<file path="src/efstat_pkg.sv">
// Package: counter indices, widths and event carriers for the frame statistics block
package efstat_pkg;

  // Counter widths
  localparam int WIDE_CNT_W   = 32;
  localparam int NARROW_CNT_W = 20;
  localparam int UNDOC_CNT_W  = 20;
  localparam int SNAP_W       = 32;

  // Frame length, collision count and counter reset value
  localparam int            LEN_W        = 14;
  localparam logic [13:0]   RUNT_LEN     = 14'h0040;
  localparam int            TX_COLL_W    = 4;
  localparam logic [3:0]    ONE_COLL     = 4'h1;
  localparam logic [31:0]   CNT_RST_VAL  = 32'h0000_0000;

  // Counter indices
  localparam int NUM_CNT        = 19;
  localparam int IX_RX_GOOD     = 0;
  localparam int IX_RX_CRC      = 1;
  localparam int IX_RX_RUNT     = 2;
  localparam int IX_RX_ALIGN    = 3;
  localparam int IX_RX_LONG     = 4;
  localparam int IX_RX_LATE     = 5;
  localparam int IX_RX_BAD      = 6;
  localparam int IX_RX_DROP     = 7;
  localparam int IX_TX_GOOD     = 8;
  localparam int IX_TX_PAUSE    = 9;
  localparam int IX_TX_SINGLE   = 10;
  localparam int IX_TX_MULTI    = 11;
  localparam int IX_TX_EXCOLL   = 12;
  localparam int IX_TX_LATE     = 13;
  localparam int IX_TX_UNDERRUN = 14;
  localparam int IX_TX_DEFER    = 15;
  localparam int IX_TX_CARRIER  = 16;
  localparam int IX_TX_BAD      = 17;
  localparam int IX_SPARE       = 18;

  // Receive status event, one-cycle valid per frame
  typedef struct packed {
    logic             valid;
    logic             crc_err;
    logic             dribble;
    logic             late_coll;
    logic             mii_err;
    logic             dropped;
    logic [LEN_W-1:0] frame_len;
  } efstat_rx_s;

  // Transmit status event, one-cycle valid per frame
  typedef struct packed {
    logic                 valid;
    logic                 pause;
    logic [TX_COLL_W-1:0] coll_cnt;
    logic                 exc_coll;
    logic                 late_coll;
    logic                 underrun;
    logic                 exc_defer;
    logic                 carrier_err;
  } efstat_tx_s;

  typedef logic [SNAP_W-1:0] efstat_word_t;

endpackage : efstat_pkg

</file>
<file path="src/efstat_top.sv">
// Frame statistics counters with one-shot snapshot read for the control logic
`timescale 1ns/1ps

////////////////////////////////////////////////////////////////////////////////
// Single counter, wrapping or saturating with read-clear

module efstat_counter #(
  parameter int W   = 20,
  parameter bit SAT = 1'b1
) (
  input  wire logic         i_clk_sys,
  input  wire logic         i_rstn,
  input  wire logic         i_inc,
  input  wire logic         i_clr,
  output logic [W-1:0]      o_cnt
);

  logic [W-1:0] cnt_q;

  // A set in the clearing cycle wins, so the frame is not lost
  always_ff @(posedge i_clk_sys) begin
    if (!i_rstn) begin
      cnt_q <= '0;
    end else if (SAT && i_clr) begin
      cnt_q <= W'(i_inc);
    end else if (i_inc) begin
      if (SAT && (&cnt_q)) begin
        cnt_q <= cnt_q;
      end else begin
        cnt_q <= cnt_q + W'(1);
      end
    end
  end

  assign o_cnt = cnt_q;

endmodule : efstat_counter

////////////////////////////////////////////////////////////////////////////////
// Functional notes
// - 32-bit good receive count, includes good frames later dropped by FIFO controller.
// - Receive CRC counter: CRC flag set and dribbling flag clear.
// - Runt counter: received frame under 64 bytes with CRC error.
// - 20-bit alignment counter: CRC flag and dribbling flag both set.
// - Oversize counter: frame longer than programmed maximum frame size.
// - Receive late collision counter: MAC reported a late collision.
// - Receive bad counter: any errored frame, excluding FIFO-dropped frames.
// - Dropped counter: frame discarded for lack of receive FIFO room.
// - Dropped errored frame bumps only the dropped counter.
// - 32-bit good transmit count, pause frames excluded.
// - 20-bit counter of successfully sent pause frames.
// - 20-bit counter of frames sent after exactly one collision.
// - 20-bit counter of frames sent after two or more collisions.
// - Count transmit frames aborted for excessive collisions.
// - 20-bit counter of transmit aborts from late collision.
// - 20-bit counter of transmit aborts from buffer underrun.
// - Count transmit frames aborted for excessive deferral.
// - Carrier error counter: carrier lost or never present during transmit.
// - Transmit bad counter: every transmitted frame ending with any error.
// - Control logic reads all counters at once through the statistics request.
// - First variant: counters saturate and clear when read.
// - Second variant: snapshot on request, counters wrap and never clear.
module efstat_top #(
  parameter bit P_SNAP_MODE = 1'b0,
  parameter int P_UNDOC_W   = efstat_pkg::UNDOC_CNT_W
) (
  input  wire logic                                   i_clk_sys,
  input  wire logic                                   i_rstn,
  input  wire efstat_pkg::efstat_rx_s                 i_rx_stat,
  input  wire efstat_pkg::efstat_tx_s                 i_tx_stat,
  input  wire logic [efstat_pkg::LEN_W-1:0]           i_max_frame_len,
  input  wire logic                                   i_stat_req,
  output logic                                        o_stat_valid,
  output efstat_pkg::efstat_word_t                    o_stat_data [efstat_pkg::NUM_CNT]
);

  localparam int N = efstat_pkg::NUM_CNT;
  localparam efstat_pkg::efstat_word_t UNDOC_MAX = efstat_pkg::efstat_word_t'((64'h1 << P_UNDOC_W) - 64'h1);

  logic [N-1:0]                 inc;
  efstat_pkg::efstat_word_t     cnt [N];
  efstat_pkg::efstat_word_t     snap_q [N];
  logic                         stat_valid_q;
  logic                         rx_err_any;
  logic                         rx_long;
  logic                         rx_count_err;
  logic                         tx_abort;
  logic                         tx_err_any;
  logic                         tx_ok;

  //////////////////////////////////////////////////////////////////////////////
  // Receive event decode

  assign rx_long      = i_rx_stat.frame_len > i_max_frame_len;
  assign rx_err_any   = i_rx_stat.crc_err | i_rx_stat.late_coll | i_rx_stat.mii_err | rx_long;
  // Dropped frames are kept out of every receive error counter
  assign rx_count_err = i_rx_stat.valid & ~i_rx_stat.dropped;

  always_comb begin
    inc = '0;
    inc[efstat_pkg::IX_RX_GOOD]  = i_rx_stat.valid & ~rx_err_any;
    inc[efstat_pkg::IX_RX_CRC]   = rx_count_err & i_rx_stat.crc_err & ~i_rx_stat.dribble;
    inc[efstat_pkg::IX_RX_RUNT]  = rx_count_err & i_rx_stat.crc_err
                                   & (i_rx_stat.frame_len < efstat_pkg::RUNT_LEN);
    inc[efstat_pkg::IX_RX_ALIGN] = rx_count_err & i_rx_stat.crc_err & i_rx_stat.dribble;
    inc[efstat_pkg::IX_RX_LONG]  = rx_count_err & rx_long;
    inc[efstat_pkg::IX_RX_LATE]  = rx_count_err & i_rx_stat.late_coll;
    inc[efstat_pkg::IX_RX_BAD]   = rx_count_err & rx_err_any;
    inc[efstat_pkg::IX_RX_DROP]  = i_rx_stat.valid & i_rx_stat.dropped;
    // Transmit side
    inc[efstat_pkg::IX_TX_GOOD]     = tx_ok & ~i_tx_stat.pause;
    inc[efstat_pkg::IX_TX_PAUSE]    = tx_ok & i_tx_stat.pause;
    inc[efstat_pkg::IX_TX_SINGLE]   = tx_ok & (i_tx_stat.coll_cnt == efstat_pkg::ONE_COLL);
    inc[efstat_pkg::IX_TX_MULTI]    = tx_ok & (i_tx_stat.coll_cnt > efstat_pkg::ONE_COLL);
    inc[efstat_pkg::IX_TX_EXCOLL]   = i_tx_stat.valid & i_tx_stat.exc_coll;
    inc[efstat_pkg::IX_TX_LATE]     = i_tx_stat.valid & i_tx_stat.late_coll;
    inc[efstat_pkg::IX_TX_UNDERRUN] = i_tx_stat.valid & i_tx_stat.underrun;
    inc[efstat_pkg::IX_TX_DEFER]    = i_tx_stat.valid & i_tx_stat.exc_defer;
    inc[efstat_pkg::IX_TX_CARRIER]  = i_tx_stat.valid & i_tx_stat.carrier_err;
    inc[efstat_pkg::IX_TX_BAD]      = i_tx_stat.valid & tx_err_any;
  end

  //////////////////////////////////////////////////////////////////////////////
  // Transmit event decode

  // Carrier loss does not abort, but the frame still counts as errored
  assign tx_abort   = i_tx_stat.exc_coll | i_tx_stat.late_coll | i_tx_stat.underrun
                      | i_tx_stat.exc_defer;
  assign tx_err_any = tx_abort | i_tx_stat.carrier_err;
  assign tx_ok      = i_tx_stat.valid & ~tx_err_any;

  //////////////////////////////////////////////////////////////////////////////
  // Counter bank

  generate
    for (genvar g = 0; g < N; g++) begin : g_cnt
      localparam int CW = (g == efstat_pkg::IX_RX_GOOD || g == efstat_pkg::IX_TX_GOOD)
                          ? efstat_pkg::WIDE_CNT_W
                          : ((g == efstat_pkg::IX_RX_ALIGN || g == efstat_pkg::IX_TX_PAUSE
                              || g == efstat_pkg::IX_TX_SINGLE || g == efstat_pkg::IX_TX_MULTI
                              || g == efstat_pkg::IX_TX_LATE
                              || g == efstat_pkg::IX_TX_UNDERRUN)
                             ? efstat_pkg::NARROW_CNT_W : P_UNDOC_W);
      logic [CW-1:0] val;
      efstat_counter #(
        .W   (CW),
        .SAT (!P_SNAP_MODE)
      ) u_cnt (
        .i_clk_sys (i_clk_sys),
        .i_rstn    (i_rstn),
        .i_inc     (inc[g]),
        .i_clr     (i_stat_req),
        .o_cnt     (val)
      );
      assign cnt[g] = efstat_pkg::efstat_word_t'(val);
    end
  endgenerate

  //////////////////////////////////////////////////////////////////////////////
  // Snapshot for the statistics request

  // Whole set captured on one edge so the host sees a coherent picture
  always_ff @(posedge i_clk_sys) begin
    if (!i_rstn) begin
      for (int k = 0; k < N; k++) begin
        snap_q[k] <= efstat_pkg::CNT_RST_VAL;
      end
    end else if (i_stat_req) begin
      for (int k = 0; k < N; k++) begin
        snap_q[k] <= cnt[k];
      end
    end
  end

  always_ff @(posedge i_clk_sys) begin
    if (!i_rstn) begin
      stat_valid_q <= 1'b0;
    end else begin
      stat_valid_q <= i_stat_req;
    end
  end

  assign o_stat_valid = stat_valid_q;
  assign o_stat_data  = snap_q;
endmodule : efstat_top

</file>
<file path="config.mk">
export PLATFORM = sky130hd
export DESIGN_NAME = efstat_top
export DESIGN_NICKNAME = d
export VERILOG_FILES = /design/src/efstat_pkg.sv /design/src/efstat_top.sv
export SDC_FILE = /design/constraint.sdc
export NUM_CORES = 1
export LEC_CHECK = 0
export BUFFER_PORTS_ARGS = -buffer_cell sky130_fd_sc_hd__buf_2
export CAP_MARGIN = 15
export CORE_AREA = 2 2 253 255
export CTS_BUF_LIST = sky130_fd_sc_hd__clkbuf_4
export CTS_CLUSTER_DIAMETER = 30
export DETAILED_ROUTE_END_ITERATION = 8
export DIE_AREA = 0 0 255 257
export HOLD_SLACK_MARGIN = 0.02
export PLACE_DENSITY_LB_ADDON = 0.3
export SLEW_MARGIN = 20
export SYNTH_ARGS = -nofsm -noshare
export SYNTH_HDL_FRONTEND = slang
export SYNTH_SLANG_ARGS = --single-unit
</file>
<file path="constraint.sdc">
create_clock -name i_clk_sys -period 2.8 [get_ports i_clk_sys]
set_input_delay 0.28 -clock i_clk_sys [delete_from_list [all_inputs] [get_ports i_clk_sys]]
set_output_delay 0.28 -clock i_clk_sys [all_outputs]
set_load 0.03 [all_outputs]
</file>
==> metrics <==
Port Buffers 432; crit-path most repeated cell dlygate4sd3_1; worst r2r dst g_cnt[7].u_cnt.o_cnt[0]; fmax ~0.37 GHz; Initial DRC Count 1337; top cell type's share of synthesized area a little under half; CP max-delay cell dlygate4sd3_1; CTS Buffer Depth 3; Max-cap violations 0; Mapped Area 34200 um2; CP top delay family buffers and inverters; core footprint approximately 63000 um2; total global routing overflow 0; num ports between 600 and 700; Layout area overhead 15.5%; Slew @ Worst Pin around 1 ns; die width ~260 um; TritonCTS clock tree built; # setup viols final 0; drt total wl 80800 um; # DRC 0; fill count between 5000 and 6000; vias in the first global route around 25000; area leader, netlist dfxtp_1; Synthesis Warnings 0; asr flop ratio synth 0%; die area between 60000 and 70000 um2; Synth Register Bits 769; sequential-to-total area share from yosys stat 45.0%; post-DR wirelength/cell 15.5 um; largest cells by area after synthesis dfxtp_1 45%, mux2i_1 12%, nor2b_1 7.3%; vias after detailed routing 26300; Root Buffer clkbuf_4; clock sink total a little under 800; Mean Syn Cell Area 9.35 um2; Min-Delay Path Class in -> reg; Critical Path End Type flop; number of synthesized flops with an enable pin 0; Nets 4300; Reg2Reg Depth 8; first-pass GRT wire length 128000 um; most common cell in the netlist dfxtp_1; crit path launch i_tx_stat[0]; CP max FO 10; largest net degree at the start of global routing 207; most instantiated cells after synthesis 769 x dfxtp_1, 400 x mux2i_1, 398 x nor2b_1, 393 x nor2_1, 226 x buf_4; FF/Latch Area between 15000 and 20000 um2; Die Height 257 um; fin. max-slew vios 0; crit-path cells dlygate4sd3_1, buf_2, or4_4, nor4b_4, dlygate4sd3_1, buf_4, nand4_2, a21o_1, or3_1, a21oi_1; Routed Antenna Nets 0; peak supply drop between 0.4 and 0.5 mV; Critical Path Stages 10; share of post-route cells with drive strength above 1 about a fifth; Max transition margin roughly 32%; Post-CTS Setup Bufs 0; Hold Vio Cnt, Final 0; First-pass DRT Iterations 7; max incr delay on CP between 0.6 and 0.7 ns; routed vias/inst approximately 5.1; Setup Crit Path Kind in -> reg; CP Data Required Time around 3.7 ns; CP startpoint kind input port; minimum clock period 2.70 ns; Tcrit/Tclk final between 90% and 100%; RR Startpoint g_cnt[7].u_cnt.o_cnt[0]; CP Capture Point g_cnt[8].u_cnt.o_cnt[5]; CTS Buf Count roughly 200; RePlAce Congestion between 0.8 and 0.9; Post-Route Utilization a little over three fifths; WP buf/inv 4; Arr. time, crit path between 3 and 4 ns; Primary FF master, synth dfxtp_1; initial antenna violation count 2; GRT Resource Usage Total around a quarter; Synth cell types about 70; Clock Latency Late Sink around 0.98 ns; multi-input logic area around 17000 um2; internal reg-to-reg setup slack 0.28 ns; Initial Util 54.5%; clock slew at reported path FFs 0.07 ns; worst hold stages 6; H-tree levels 4; Clock Skew 0.0496 ns; RSZ-0062 raised after global routing false; DP HPWL 56700 um; Pwr Density about 560 nW/um2; status finished, final reports clean; num rows 92; static leakage ~0.017 uW; setup TNS 0 ns; Post-Syn Instances 3656
cell type report:
cell class                      instances  share of cell area [%]
Clock inverter                         52                    1.05
Antenna cell                            1                 0.00634
Timing Repair Buffer                  517                    7.73
Sequential cell                       769                    39.0
Tap cell                              846                    2.68
Multi-Input combinational cell       2674                    43.4
Inverter                               54                   0.514
Clock buffer                          293                    5.57
sequential cells by signal, indices dropped and copies added, names as in the netlist:
signal and flops:
o_stat_data 384, g_cnt.u_cnt.o_cnt 384, o_stat_valid 1
timing repair:
item | 4_1_cts | 5_1_grt
endpoints found under the setup margin | 0 | 0
gates resized for setup | 0 | 0
hold buffers | 27 | 0
endpoints found under the hold margin | 500 | 0
metrics by stage:
stage	worst slack (ns)	cells	cell area [um2]	total power, uW	hold WS (ns)
after floorplan	0.434	3879	35000	12400	0.443
after CTS	0.239	5205	39500	22500	0.0731
after detailed placement	0.00884	4833	36600	12500	0.479
after global placement	0.0554	4833	36600	12500	0.473
final	0.103	5206	39500	22200	0.183
after global routing	0.0168	5206	39500	23200	0.168
where the power goes:
| group | internal, uW | total (uW) | switching, uW | leakage [uW] |
|---|---|---|---|---|
| Combinational | 364 | 1290 | 922 | 0.00877 |
| Sequential | 11000 | 11000 | 17.7 | 0.00619 |
| Clock | 5420 | 9930 | 4500 | 0.00157 |
| Total | 16700 | 22200 | 5440 | 0.0165 |
worst min path at each step:
stage | startpoint | endpoint | slack, ns
4_1_cts | i_tx_stat[8] | g_cnt[11].u_cnt.o_cnt[0] | 0.07
3_3_place_gp | g_cnt[0].u_cnt.o_cnt[31] | g_cnt[0].u_cnt.o_cnt[31] | 0.47
5_1_grt | i_rstn | o_stat_data[590] | 0.17
6_report | i_tx_stat[8] | g_cnt[11].u_cnt.o_cnt[0] | 0.18
2_1_floorplan | i_rx_stat[19] | g_cnt[7].u_cnt.o_cnt[0] | 0.44
3_5_place_dp | g_cnt[0].u_cnt.o_cnt[31] | g_cnt[0].u_cnt.o_cnt[31] | 0.48
metal layers:
layer / part of all wire, % / track usage [%] / vias up
li1: - / - / 13200
met1: 44 / 30.2 / 12300
met2: 46 / 37.7 / 666
met3: 6.5 / 7.39 / 142
met4: 3.3 / 10.8 / 0
met5: 0 / 0 / -
cells in the final DEF, fill, tap and decap left out, types with 5 or more instances in the layout:
master         netlist  layout
or3_1               42      42
a21oi_1             57      57
and4_1              44      44
clkinv_2             0      12
dfxtp_1            769     769
nand3b_1             8       8
buf_4              226      45
o2111ai_1            5       5
nand2_1            187     187
ha_1                32      32
nand3_1            151     151
o21ai_0             51      51
nand4_1            111     111
nor3_1              60      60
and3_1              46      46
conb_1               1     224
bufinv_16            0       7
nor3b_1              8       8
or4_1               13      13
nor3_2               6       6
mux2i_1            400     400
nand2b_1            16      15
a31oi_1              9       9
xor2_1             177     177
buf_12               0      13
nor2b_1            398     397
inv_1               54      54
clkbuf_4             0     293
o211ai_1             7       7
clkinv_1             0      25
buf_2                2     430
dlygate4sd3_1        0      27
nor4_1              27      27
and2_1              23      23
xnor2_1            106     106
nor2_1             393     393
worst min-delay path, cell delays in order:
cell      delay (ns)
buf_2           0.09
nor3_1          0.07
nor4b_2         0.24
buf_4           0.21
o21ai_0         0.09
a21boi_0        0.14
kinds of logic after synthesis:
logic type,synth area share (%)
AO/OA/AOI/OAI,3.20
XOR/XNOR,7.25
adder cells (fa/ha/maj),1.17
buffers and inverters,7.30
flip-flops,45.0
multiplexers,11.7
other,0.0110
AND/OR/NAND/NOR,24.3
(Power assumes the default switching activity.)
